[src/shared/adc_seq_pkg.sv]
// constants, field layout and bus carrier for the converter sequencer
package adc_seq_pkg;

    // byte addresses on the 8-bit cpu path
    localparam logic [3:0] ADDR_RESULT_A_HI = 4'h0;
    localparam logic [3:0] ADDR_RESULT_A_LO = 4'h1;
    localparam logic [3:0] ADDR_RESULT_B_HI = 4'h2;
    localparam logic [3:0] ADDR_RESULT_B_LO = 4'h3;
    localparam logic [3:0] ADDR_RESULT_C_HI = 4'h4;
    localparam logic [3:0] ADDR_RESULT_C_LO = 4'h5;
    localparam logic [3:0] ADDR_RESULT_D_HI = 4'h6;
    localparam logic [3:0] ADDR_RESULT_D_LO = 4'h7;
    localparam logic [3:0] ADDR_CONV_CSR    = 4'h8;

    // conv_control_status fields
    localparam int CSR_FLAG_BIT  = 7;
    localparam int CSR_IE_BIT    = 6;
    localparam int CSR_START_BIT = 5;
    localparam int CSR_SCAN_BIT  = 4;
    localparam int CSR_CHSEL_MSB = 3;

    // result layout: value left-justified, low bits zero
    localparam int  RESULT_BITS = 10;
    localparam int  RESULT_LSB  = 6;
    localparam logic [5:0] RESULT_PAD = 6'h00;
    localparam logic [7:0] BYTE_ZERO  = 8'h00;

    // start source select
    localparam logic [1:0] TRIG_SW    = 2'h0;
    localparam logic [1:0] TRIG_TMR16 = 2'h1;
    localparam logic [1:0] TRIG_TMR8  = 2'h2;
    localparam logic [1:0] TRIG_EXT   = 2'h3;

    // timing
    localparam int CLK_MHZ      = 25;
    localparam int CONV_TIME_NS = 13300;
    localparam int CONV_CYCLES  = (CONV_TIME_NS * CLK_MHZ + 999) / 1000;
    localparam int CNT_W        = 9;

    typedef struct packed {
        logic       rd;
        logic       wr;
        logic       transfer_controller;
        logic [3:0] addr;
        logic [7:0] wdata;
    } cpu_req_t;

endpackage

[src/rtl/pin_sync3.sv]
// three-stage pin synchroniser with agreement filter
`timescale 1ns/1ps
module pin_sync3 #(
    parameter logic RESET_VAL = 1'b1
) (
    // clock and reset
    input  wire logic clk_sys,
    input  wire logic rst_n,
    // pin and filtered level
    input  wire logic pin,
    output logic      level
);
    logic s1_q;
    logic s2_q;
    logic s3_q;
    logic level_q;

    always_ff @(posedge clk_sys or negedge rst_n) begin
        if (!rst_n) begin
            s1_q    <= RESET_VAL;
            s2_q    <= RESET_VAL;
            s3_q    <= RESET_VAL;
            level_q <= RESET_VAL;
        end else begin
            s1_q <= pin;
            s2_q <= s1_q;
            s3_q <= s2_q;
            // only accept a level once two late stages agree
            if (s2_q == s3_q) begin
                level_q <= s3_q;
            end
        end
    end

    assign level = level_q;
endmodule // pin_sync3

[src/rtl/conv_engine.sv]
// fixed-length conversion timer with result capture
`timescale 1ns/1ps
module conv_engine
    import adc_seq_pkg::*;
#(
    parameter int CYCLES = CONV_CYCLES
) (
    // clock and reset
    input  wire logic                   clk_sys,
    input  wire logic                   rst_n,
    // control
    input  wire logic                   start,
    input  wire logic                   abort,
    input  wire logic [3:0]             chan_in,
    // analog side
    input  wire logic [RESULT_BITS-1:0] analog_result,
    output logic [3:0]                  chan_out,
    // status
    output logic                        busy,
    output logic                        done,
    output logic [RESULT_BITS-1:0]      result
);
    typedef enum logic [0:0] {
        ENG_IDLE    = 1'b0,
        ENG_CONVERT = 1'b1
    } eng_state_t;

    localparam logic [CNT_W-1:0] CNT_LOAD = CNT_W'(CYCLES - 1);
    localparam logic [CNT_W-1:0] CNT_ZERO = '0;
    localparam logic [CNT_W-1:0] CNT_ONE  = CNT_W'(1);

    eng_state_t             state_q;
    logic [CNT_W-1:0]       cnt_q;
    logic [3:0]             chan_q;
    logic                   done_q;
    logic [RESULT_BITS-1:0] result_q;
    wire                    finish = (state_q == ENG_CONVERT) &&
                                     (cnt_q == CNT_ZERO) && !abort;

    always_ff @(posedge clk_sys or negedge rst_n) begin
        if (!rst_n) begin
            state_q  <= ENG_IDLE;
            cnt_q    <= CNT_ZERO;
            chan_q   <= 4'h0;
            done_q   <= 1'b0;
            result_q <= '0;
        end else begin
            done_q <= finish;
            unique case (state_q)
                ENG_IDLE: begin
                    if (start && !abort) begin
                        state_q <= ENG_CONVERT;
                        cnt_q   <= CNT_LOAD;
                        chan_q  <= chan_in;
                    end
                end
                ENG_CONVERT: begin
                    if (abort) begin
                        state_q <= ENG_IDLE;
                    end else if (finish) begin
                        state_q  <= ENG_IDLE;
                        result_q <= analog_result;
                    end else begin
                        cnt_q <= cnt_q - CNT_ONE;
                    end
                end
            endcase
        end
    end

    assign busy     = (state_q == ENG_CONVERT);
    assign done     = done_q;
    assign result   = result_q;
    assign chan_out = chan_q;

    property p_abort_stops;
        @(posedge clk_sys) disable iff (!rst_n)
        abort |=> !busy && !done;
    endproperty
    a_abort_stops: assert property (p_abort_stops)
        else $error("abort did not stop conversion");

    property p_done_after_count;
        @(posedge clk_sys) disable iff (!rst_n)
        done |-> $past(busy) && !busy;
    endproperty
    a_done_after_count: assert property (p_done_after_count)
        else $error("done without finishing conversion");
endmodule // conv_engine

[src/rtl/adc_sequencer_result_regs.sv]
// converter sequencer, control/status and result registers
`timescale 1ns/1ps
//
// Contract
// - four 16-bit result registers, read-only; writes ignored
// - value in bits 15..6, low six bits read zero
// - high byte read directly; low byte latched when high byte read
// - group channels one to four store into results a, b, c, d
// - sixteen inputs in four groups of four consecutive channels
// - single mode converts exactly one channel per start
// - scan mode converts group base to selected channel, repeating
// - start by software bit, timer trigger or external pin
// - one channel takes fixed 13.3 us cycle count
// - end flag bit 7 resets 0, set on single conversion end
// - scan mode sets end flag after whole pass only
// - conversion-end interrupt request to processor
// - module stop halts the converter
// - flag clears on write 0 after read 1, or transfer read
// - interrupt enable bit 6, reset 0, gates the request
// - start bit 5; single self-clears, scan stays until cleared
// - bit 4 selects scan; bits 3..0 select channel
module adc_sequencer_result_regs
    import adc_seq_pkg::*;
#(
    parameter int CYCLES = CONV_CYCLES
) (
    // clock and reset
    input  wire logic                   clk_sys,
    input  wire logic                   rst_n,
    // cpu byte bus
    input  wire cpu_req_t               cpu_req,
    output logic [7:0]                  cpu_rdata,
    // start sources
    input  wire logic [1:0]             trig_sel,
    input  wire logic                   timer_trig,
    input  wire logic                   ext_start_trigger_pin_n,
    // power control
    input  wire logic                   module_stop,
    // analog front end
    input  wire logic [RESULT_BITS-1:0] analog_result,
    output logic [3:0]                  analog_chan,
    output logic                        analog_busy,
    // interrupt
    output logic                        conv_end_irq
);
    logic                   flag_q;
    logic                   flag_d;
    logic                   flag_read_q;
    logic                   ie_q;
    logic                   start_q;
    logic                   start_d;
    logic                   scan_q;
    logic [3:0]             chsel_q;
    logic [1:0]             scan_idx_q;
    logic [1:0]             scan_idx_d;
    logic [RESULT_BITS-1:0] result_q [4];
    logic [7:0]             lo_latch_q;
    logic [7:0]             rdata_q;
    logic                   ext_level;
    logic                   ext_prev_q;

    logic                   eng_busy;
    logic                   eng_done;
    logic [3:0]             eng_chan;
    logic [RESULT_BITS-1:0] eng_result;

    // external trigger pin, active low, falling edge starts
    pin_sync3 #(
        .RESET_VAL (1'b1)
    ) u_ext_sync (
        .clk_sys (clk_sys),
        .rst_n   (rst_n),
        .pin     (ext_start_trigger_pin_n),
        .level   (ext_level)
    );

    // bus decode
    wire csr_sel  = (cpu_req.addr == ADDR_CONV_CSR);
    wire res_sel  = (cpu_req.addr <= ADDR_RESULT_D_LO);
    wire res_hi   = res_sel && !cpu_req.addr[0];
    wire [1:0] res_idx = cpu_req.addr[2:1];
    wire csr_wr   = cpu_req.wr && csr_sel;
    wire csr_rd   = cpu_req.rd && csr_sel;
    wire res_rd   = cpu_req.rd && res_sel;
    wire hi_rd    = res_rd && res_hi;

    // 16-bit view of each result
    wire [15:0] res_word = {result_q[res_idx], RESULT_PAD};

    wire [7:0] csr_value = {flag_q, ie_q, start_q, scan_q, chsel_q};
    wire [7:0] rd_value  = csr_sel ? csr_value :
                           !res_sel ? BYTE_ZERO :
                           res_hi   ? res_word[15:8] : lo_latch_q;

    // start sources
    wire ext_fall  = ext_prev_q && !ext_level;
    wire tmr_sel   = (trig_sel == TRIG_TMR16) || (trig_sel == TRIG_TMR8);
    wire hw_start  = (tmr_sel && timer_trig) ||
                     ((trig_sel == TRIG_EXT) && ext_fall);

    // channel sequencing; group comes from the upper select bits
    wire [1:0] group_sel = chsel_q[3:2];
    wire [3:0] cur_chan  = scan_q ? {group_sel, scan_idx_q} : chsel_q;
    wire scan_last = (eng_chan[1:0] == chsel_q[1:0]);
    wire pass_end  = eng_done && (!scan_q || scan_last);
    wire eng_abort = module_stop || (!start_q && eng_busy);
    wire eng_start = start_q && !eng_busy && !eng_done && !module_stop;

    conv_engine #(
        .CYCLES (CYCLES)
    ) u_engine (
        .clk_sys       (clk_sys),
        .rst_n         (rst_n),
        .start         (eng_start),
        .abort         (eng_abort),
        .chan_in       (cur_chan),
        .analog_result (analog_result),
        .chan_out      (eng_chan),
        .busy          (eng_busy),
        .done          (eng_done),
        .result        (eng_result)
    );

    // flag clear paths: write 0 after read 1, or transfer read
    wire clr_sw  = csr_wr && !cpu_req.wdata[CSR_FLAG_BIT] && flag_read_q;
    wire clr_dtc = res_rd && cpu_req.transfer_controller;

    // set beats clear in the same cycle
    assign flag_d = pass_end || (flag_q && !(clr_sw || clr_dtc));

    always_comb begin
        start_d = start_q;
        if (csr_wr) begin
            start_d = cpu_req.wdata[CSR_START_BIT];
        end
        if (eng_done && !scan_q) begin
            start_d = 1'b0;
        end
        if (hw_start) begin
            start_d = 1'b1;
        end
        if (module_stop) begin
            start_d = 1'b0;
        end
    end

    always_comb begin
        scan_idx_d = scan_idx_q;
        if (!start_q) begin
            scan_idx_d = 2'h0;
        end else if (eng_done && scan_q) begin
            scan_idx_d = scan_last ? 2'h0 : eng_chan[1:0] + 2'h1;
        end
    end

    always_ff @(posedge clk_sys or negedge rst_n) begin
        if (!rst_n) begin
            flag_q      <= 1'b0;
            flag_read_q <= 1'b0;
            ie_q        <= 1'b0;
            start_q     <= 1'b0;
            scan_q      <= 1'b0;
            chsel_q     <= 4'h0;
            scan_idx_q  <= 2'h0;
            ext_prev_q  <= 1'b1;
        end else begin
            flag_q      <= flag_d;
            flag_read_q <= flag_d && (flag_read_q || (csr_rd && flag_q)) &&
                           !csr_wr;
            start_q     <= start_d;
            scan_idx_q  <= scan_idx_d;
            ext_prev_q  <= ext_level;
            if (csr_wr) begin
                ie_q    <= cpu_req.wdata[CSR_IE_BIT];
                scan_q  <= cpu_req.wdata[CSR_SCAN_BIT];
                chsel_q <= cpu_req.wdata[CSR_CHSEL_MSB:0];
            end
        end
    end

    // results: only the engine writes them, bus writes fall away
    always_ff @(posedge clk_sys or negedge rst_n) begin
        if (!rst_n) begin
            for (int i = 0; i < 4; i++) begin
                result_q[i] <= '0;
            end
        end else if (eng_done) begin
            result_q[eng_chan[1:0]] <= eng_result;
        end
    end

    // low byte frozen at the high read so a word never tears
    always_ff @(posedge clk_sys or negedge rst_n) begin
        if (!rst_n) begin
            lo_latch_q <= BYTE_ZERO;
            rdata_q    <= BYTE_ZERO;
        end else begin
            if (hi_rd) begin
                lo_latch_q <= res_word[7:0];
            end
            if (cpu_req.rd) begin
                rdata_q <= rd_value;
            end
        end
    end

    assign cpu_rdata    = rdata_q;
    assign analog_chan  = eng_chan;
    assign analog_busy  = eng_busy;
    assign conv_end_irq = flag_q && ie_q;

    property p_result_ro;
        @(posedge clk_sys) disable iff (!rst_n)
        (cpu_req.wr && res_sel && !eng_done) |=> $stable(result_q[0]) &&
            $stable(result_q[1]) && $stable(result_q[2]) &&
            $stable(result_q[3]);
    endproperty
    a_result_ro: assert property (p_result_ro)
        else $error("bus write changed a result register");

    property p_low_zero;
        @(posedge clk_sys) disable iff (!rst_n)
        (res_rd && !res_hi) |=> rdata_q[RESULT_LSB-1:0] == RESULT_PAD;
    endproperty
    a_low_zero: assert property (p_low_zero)
        else $error("low result bits not zero");

    property p_hi_then_lo;
        @(posedge clk_sys) disable iff (!rst_n)
        hi_rd |=> rdata_q == $past(res_word[15:8]) &&
            lo_latch_q == $past(res_word[7:0]);
    endproperty
    a_hi_then_lo: assert property (p_hi_then_lo)
        else $error("word read bytes from different values");

    property p_store_slot;
        @(posedge clk_sys) disable iff (!rst_n)
        eng_done |=> result_q[$past(eng_chan[1:0])] == $past(eng_result);
    endproperty
    a_store_slot: assert property (p_store_slot)
        else $error("result stored in wrong register");

    property p_single_clear;
        @(posedge clk_sys) disable iff (!rst_n)
        (eng_done && !scan_q && !hw_start) |=> !start_q && flag_q;
    endproperty
    a_single_clear: assert property (p_single_clear)
        else $error("single mode did not end cleanly");

    property p_scan_mid;
        @(posedge clk_sys) disable iff (!rst_n)
        (eng_done && scan_q && !scan_last && !flag_q) |=> !flag_q;
    endproperty
    a_scan_mid: assert property (p_scan_mid)
        else $error("end flag set mid scan");

    property p_scan_wrap;
        @(posedge clk_sys) disable iff (!rst_n)
        (eng_done && scan_q && scan_last && start_q && !module_stop &&
         !csr_wr) |=> scan_idx_q == 2'h0 && start_q ##[1:2] eng_busy;
    endproperty
    a_scan_wrap: assert property (p_scan_wrap)
        else $error("scan did not restart at group base");

    property p_stop_halts;
        @(posedge clk_sys) disable iff (!rst_n)
        module_stop |=> !start_q ##1 !eng_busy;
    endproperty
    a_stop_halts: assert property (p_stop_halts)
        else $error("module stop did not halt");

    property p_irq_gate;
        @(posedge clk_sys) disable iff (!rst_n)
        (pass_end && ie_q && !csr_wr) |=> conv_end_irq;
    endproperty
    a_irq_gate: assert property (p_irq_gate)
        else $error("interrupt not raised at conversion end");

    property p_ext_start;
        @(posedge clk_sys) disable iff (!rst_n)
        (trig_sel == TRIG_EXT && ext_fall && !module_stop) |=> start_q;
    endproperty
    a_ext_start: assert property (p_ext_start)
        else $error("external trigger ignored");

    property p_set_wins;
        @(posedge clk_sys) disable iff (!rst_n)
        pass_end |=> flag_q;
    endproperty
    a_set_wins: assert property (p_set_wins)
        else $error("flag set lost to clear");

    property p_irq_drop;
        @(posedge clk_sys) disable iff (!rst_n)
        ((clr_sw || clr_dtc) && !pass_end) |=> !conv_end_irq;
    endproperty
    a_irq_drop: assert property (p_irq_drop)
        else $error("interrupt held after flag clear");

    property p_timer_start;
        @(posedge clk_sys) disable iff (!rst_n)
        (tmr_sel && timer_trig && !module_stop) |=> start_q;
    endproperty
    a_timer_start: assert property (p_timer_start)
        else $error("timer trigger ignored");
endmodule // adc_sequencer_result_regs

[config.mk]
export PLATFORM = sky130hd
export DESIGN_NAME = adc_sequencer_result_regs
export DESIGN_NICKNAME = d
export VERILOG_FILES = /design/src/shared/adc_seq_pkg.sv /design/src/rtl/pin_sync3.sv /design/src/rtl/conv_engine.sv /design/src/rtl/adc_sequencer_result_regs.sv
export SDC_FILE = /design/constraint.sdc
export NUM_CORES = 1
export LEC_CHECK = 0
export BUFFER_PORTS_ARGS = -buffer_cell sky130_fd_sc_hd__buf_4
export CAP_MARGIN = 20
export CELL_PAD_IN_SITES_DETAIL_PLACEMENT = 1
export CELL_PAD_IN_SITES_GLOBAL_PLACEMENT = 2
export CORE_ASPECT_RATIO = 2
export CORE_MARGIN = 2
export CORE_UTILIZATION = 41
export CTS_CLUSTER_DIAMETER = 80
export DETAILED_ROUTE_END_ITERATION = 8
export GPL_ROUTABILITY_DRIVEN = 1
export PLACE_DENSITY_LB_ADDON = 0.1
export SETUP_SLACK_MARGIN = 0.2
export SLEW_MARGIN = 20
export SYNTH_ARGS = -nofsm -noshare
export SYNTH_HDL_FRONTEND = slang
export SYNTH_SLANG_ARGS = --single-unit
[constraint.sdc]
create_clock -name clk_sys -period 2.5 [get_ports clk_sys]
set_clock_uncertainty 0.2 [all_clocks]
set_input_delay 0.5 -clock clk_sys [delete_from_list [all_inputs] [get_ports clk_sys]]
set_output_delay 0.5 -clock clk_sys [all_outputs]
set_load 0.05 [all_outputs]
==> Word-level counts from Yosys, hierarchy flattened <==
Index checks and enable logic that the tools add are counted.
{ "op_classes": {"reduce_logical": 50, "n_bitwise": 4, "magnitude_cmp": 4, "n_eq_ne": 10, "muxes": 25, "n_addsub": 2} }
{ "op_table": {"columns": ["operator", "count"], "rows": [
  ["$bwmux 40", 1],
  ["$mux 10", 3],
  ["$logic_and 1x1->1", 27],
  ["$mux 9", 3],
  ["$mux 8", 3],
  ["$bmux 10 s2", 1],
  ["$demux 10 s2", 1],
  ["$pmux 9 s2", 1],
  ["$logic_not 1->1", 11],
  ["$logic_not 9->1", 1],
  ["$sub 9x1->9 const B", 1],
  ["$mux 2", 4],
  ["$logic_or 1x1->1", 7],
  ["$mux 1", 7],
  ["$ge 3x3->1 const B", 2],
  ["$not 2->3", 2],
  ["$reduce_and 3->1", 2],
  ["$eq 2x2->1 const B", 2],
  ["$eq 4x4->1 const B", 1],
  ["$le 4x3->1 const B", 1],
  ["$ne 2x1->1 const B", 2],
  ["$ne 2x2->1 const B", 2],
  ["$reduce_bool 4->1", 1],
  ["$lt 3x1->1 const B", 1],
  ["7 further kinds", 8]
]} }
{ "totals": {"register_bits": 91, "wordCells": 118, "out_inout_bits": 14, "input_bits": 32} }

==> Logic depth before layout (Yosys ltp) <==
{ "depth": {"ltp_word": 10, "depth_mapped": 7, "depth_no_buf": 6} }

==> Cells and area by module <==
A second synthesis with hierarchy kept.
{ "unflattened": {"cells_unflattened": 300, "hier_area_um2": 4169.0} }
{ "by_module_without_submodules": {"columns": ["mod", "seq_area_each_um2", "n_inst", "cells_per_inst", "area_per_inst_um2"], "rows": [
  ["adc_sequencer_result_regs", 1552.7, 1, 199, 2884.0],
  ["conv_engine", 625.6, 1, 96, 1168.6],
  ["pin_sync3", 105.1, 1, 5, 116.4]
]} }

==> Least setup slack after synthesis <==
No wires, ideal clock.
{ "synth_timing": {"kind": "register -> register", "start": "reg u_engine.state_q (netlist: u_engine.busy)", "end": "reg u_engine.result_q[0] (netlist: u_engine.result[0])", "setup_slack_ns": 0.303, "period_less_slack_ns": 2.197, "required_ns": 2.175, "arrival_ns": 1.872, "path_buffers": 1, "setup_time_ns": 0.125, "stages_incl_launch_ff": 6, "cell_sequence": "dfrtp_1 buf_2 and3b_1 nand3_1 nor2_4 mux2_2"} }
{ "synth_via": {"elab_chain_len": 5, "elab_cells_between_ends": 7, "classes_between": "bitwise (1); reduce/logical (6)"} }
{ "synth_rtl": {"columns": ["element", "line_no", "source"], "rows": [
  ["start: declaration", "conv_engine.sv:32", "eng_state_t state_q;"],
  ["start signal: assignment", "conv_engine.sv:42", "state_q <= ENG_IDLE;"],
  ["start signal: assignment", "conv_engine.sv:52", "state_q <= ENG_CONVERT;"],
  ["start signal: assignment", "conv_engine.sv:59", "state_q <= ENG_IDLE;"],
  ["$logic_and 1x1->1", "adc_sequencer_result_regs.sv:106", "wire eng_abort = module_stop || (!start_q && eng_busy);"],
  ["$logic_or 1x1->1", "adc_sequencer_result_regs.sv:106", null],
  ["$logic_not 1->1", "conv_engine.sv:38", "(cnt_q == CNT_ZERO) && !abort;"],
  ["$logic_and 1x1->1", "conv_engine.sv:38", null],
  ["$reduce_and 3->1 (no source line) (*)", null, null],
  ["end signal: assignment", "conv_engine.sv:62", "result_q <= analog_result;"],
  ["end: declaration", "conv_engine.sv:36", "logic [RESULT_BITS-1:0] result_q;"]
]} }
Every way passes the cells marked *; elsewhere a longest branch is shown, timed or not.
A chain may end at the register's enable or synchronous reset.

==> Worst setup path in the final report <==
{ "layout_timing": {"start": "reg u_engine.cnt_q[0]", "end": "reg u_engine.cnt_q[1]"} }
{ "layout_via": {"elab_chain_len": 5, "elab_cells_between_ends": 9, "classes_between": "add/sub (1); eq/ne (1); mux (3); reduce/logical (4)"} }
{ "layout_rtl": {"columns": ["element", "line_no", "source"], "rows": [
  ["start: declaration", "conv_engine.sv:33", "logic [CNT_W-1:0] cnt_q;"],
  ["start signal: assignment", "conv_engine.sv:64", "cnt_q <= cnt_q - CNT_ONE;"],
  ["branches (longest 5 deep; another with $sub 9x1->9)", null, null]
]} }
Several ways; the timed one is not identified. The select of a mux whose other input is x is not followed.

==> summary.txt <==
Leak - 2.35 nW
Post-route DRC violation count - 0
Core area - 9700 um^2
CP bufs+invs - 1
Tot Pwr - 3.64 mW
Synth Flop Type - dfrtp_1
Clock buffer depth - 2
Combinational Power Share - 0.155
Share of power burned in registers - 0.478
Clock power share - 0.367
Setup TNS - 0 ns
First-pass GRT wire length - 15000 um
Reg2reg start - u_engine.cnt_q[0]
Status - complete, no violations
Routed length per instance - 19.7 um
Worst Path Arrival - 2.24 ns
Cell variety after synth - 48
Ant diodes - 0
Worst-Margin Slew - 0.570 ns
WP data required - 2.55 ns
Synth area leaders - dfrtp_1 53%, mux2_2 17%, mux4_2 5.0%, dfstp_2 3.2%, ha_1 1.9%
Sequential cell area - 2280 um^2
Placed insts - 470
Fin crit share - 0.878
Buffers on Ports - 45
Mapped Area - 4050 um^2
Final WS setup - 0.306 ns
Number of CTS-inserted buffers - 9
Crit-path max cell delay - 0.51 ns
Post-place setup slack - 0.203 ns
Vias per cell - 5.25
Routed vias - 2560
Number of detailed-route iterations in the first pass - 4
I/O Pins - 46
CP Capture Type - flip-flop
Post-DP HPWL - 7110 um
Placer congestion estimate - 0.798
Hold Startpoint - ext_start_trigger_pin_n
R2r endpoint - u_engine.cnt_q[1]
Remaining global-route overflow - 0
Fillers - 1018
Initial antenna violation count - 0
Yosys top cell area share - 0.532
Slew Limit Headroom - 0.619
Startpoint types - flip-flop
Final WL - 9630 um
Syn Nets - 331
Max-cap viol count - 0
P&R area growth vs syn - 21.6%
Peak supply drop - 0.485 mV
Crit Path Class - reg -> reg
Post-Synthesis Cells - 293
Core Rows - 51
CTS H-tree depth - 3
Num Clock Sinks - 91
Hold crit path type - in -> reg
Die W - 74.2 um
Hold Fails Final Rpt - 0
Multi-input logic area - 1690 um^2
Hold Crit Endpoint - u_ext_sync.s1_q
Syn avg cell area - 13.8 um^2
CTS tree - built
Min-Delay Path Depth - 1
Die Height - 144 um
RSZ-0062 raised after global routing - no
R2R setup slack - 0.31 ns
Final instance area - 4920 um^2
Largest net degree at the start of global routing - 41
Reg2Reg Depth - 6
Net switching share of the total power - 0.279
GRT Total Usage - 0.195
Period minus WS final - 2.19 ns
Initial Util - 0.417
Die area - 10700 um^2
Fmax - 456 MHz
Post-DRT Antenna Nets - 0
Yosys synthesis warning count - 0
Root buffer cell - clkbuf_16
Int Pwr - 2.63 mW
Synth Register Bits - 91
Critical Path, Cell by Cell - inv_1 -> ha_1 -> or4b_4 -> o21a_1 -> or3_1 -> o21ai_0
Worst skew pair latency - 0.33 ns
Register area share after synthesis - 0.564
Share of cells above drive strength 1 - 0.430
Placement Cell Area - 4580 um^2
Sw power - 1.02 mW
Fin cells - 488
Worst hold margin - 0.0696 ns
Pins Over Slew Limit - 0
Delay-heaviest family, CP - simple AND/OR/NAND/NOR gates
Final Util - 0.507
Power Dens Cells - 740 nW/um^2
DR iter-0 viols - 67
Final setup violation count - 0
Clk slew on worst S/H paths - 0.06 ns
Synth area leader - dfrtp_1
Fin nets - 389
Peak fanout along the critical path - 6
Slowest-stage cell, CP - or4b_4
Number of global-route vias before repair - 2865
Share of synthesized registers carrying an async set or reset - 1.00
EDFF count, synth - 0
==> cell families (layout without fill, tap and decap cells) <==
| group | after synthesis | after routing | share of synthesized area |
|---|---|---|---|
| muxes | 76 | 76 | 0.235 |
| buffers and inverters | 19 | 82 | 0.0201 |
| and+or+nand+nor | 61 | 61 | 0.0869 |
| xor gates and xnor gates | 2 | 2 | 0.00433 |
| AOI/OAI and AO/OA | 37 | 37 | 0.0684 |
| adders and majority gates | 7 | 7 | 0.0210 |
| DFF | 91 | 91 | 0.564 |
==> power groups by stage <==
stage	registers (mW)	logic [mW]	clock network [mW]
floorplan	1.82	0.259	0
global placement	1.77	0.558	0
detailed placement	1.77	0.568	0
CTS	1.74	0.574	1.38
global route	1.76	0.614	1.43
finish	1.74	0.564	1.33
==> state kept, by name, summed over array words and instances, names as in the netlist, 2 cells and up <==
signal,flops
result_q,40
u_engine.result,10
u_engine.cnt_q,9
cpu_rdata,8
chsel_q,4
u_engine.chan_out,4
lo_latch_q,2
scan_idx_q,2
==> area by class of cell <==
cell class,count,share of cell area
clock inverter,5,0.0107
clock buffer,11,0.0494
multi-input combinational,183,0.343
inverter,10,0.00763
tap,132,0.0336
timing repair buffer,56,0.0911
sequential,91,0.464
==> placed cells by master, fill, tap and decap left out, drive strengths merged, types with 8 or more instances in the layout <==
cell and n:
dfrtp 86, mux2 61, clkbuf 11, nand2 18, nor2 9, inv 10, mux4 9, buf 55
nor2b 11, a21oi 8
==> what timing repair did <==
item | in CTS | in global routing
hold buffers | 1 | 0
pin swaps | 1 | 0
endpoints found under the setup margin | 5 | 11
setup buffers | 1 | 0
resized for setup | 0 | 2
hold endpoints to repair | 36 | 0
==> how the worst max path moves through the flow <==
stage / start / endpoint / depth (start not counted)
detailed placement: u_engine.cnt_q[0] / u_engine.result[9] / 7
finish: u_engine.cnt_q[0] / u_engine.cnt_q[1] / 6
global route: u_engine.cnt_q[1] / u_engine.cnt_q[1] / 6
global placement: u_engine.cnt_q[0] / u_engine.result[3] / 7
floorplan: u_engine.busy / u_engine.result[0] / 5
CTS: u_engine.cnt_q[0] / u_engine.result[9] / 8
==> synth_stat cells (2+ instances only) <==
cell      count
a21boi_0      3
a21o_1        2
a21oi_1       8
a221o_1       6
and2_1        2
and3_1        2
and3b_1       2
buf_2         2
clkbuf_1      6
dfrtp_1      86
dfstp_2       5
ha_1          6
inv_1        10
mux2_2       61
mux2i_1       6
mux4_2        9
nand2_1      18
nand2b_1      2
nand3_1       3
nand4_1       3
nor2_1        8
nor2b_1      11
nor3_1        2
nor4b_2       2
o21ai_0       3
o22ai_1       2
xnor2_1       2
==> layer usage <==
layer | vias to the layer above | wire length, um | GRT usage
li1 | 1195 | - | -
met1 | 1320 | 3570 | 0.202
met2 | 33 | 5650 | 0.374
met3 | 12 | 183 | 0.0334
met4 | 0 | 226 | 0.0780
met5 | - | 0 | 0
Note: power is estimated with default switching activity, not from simulation.
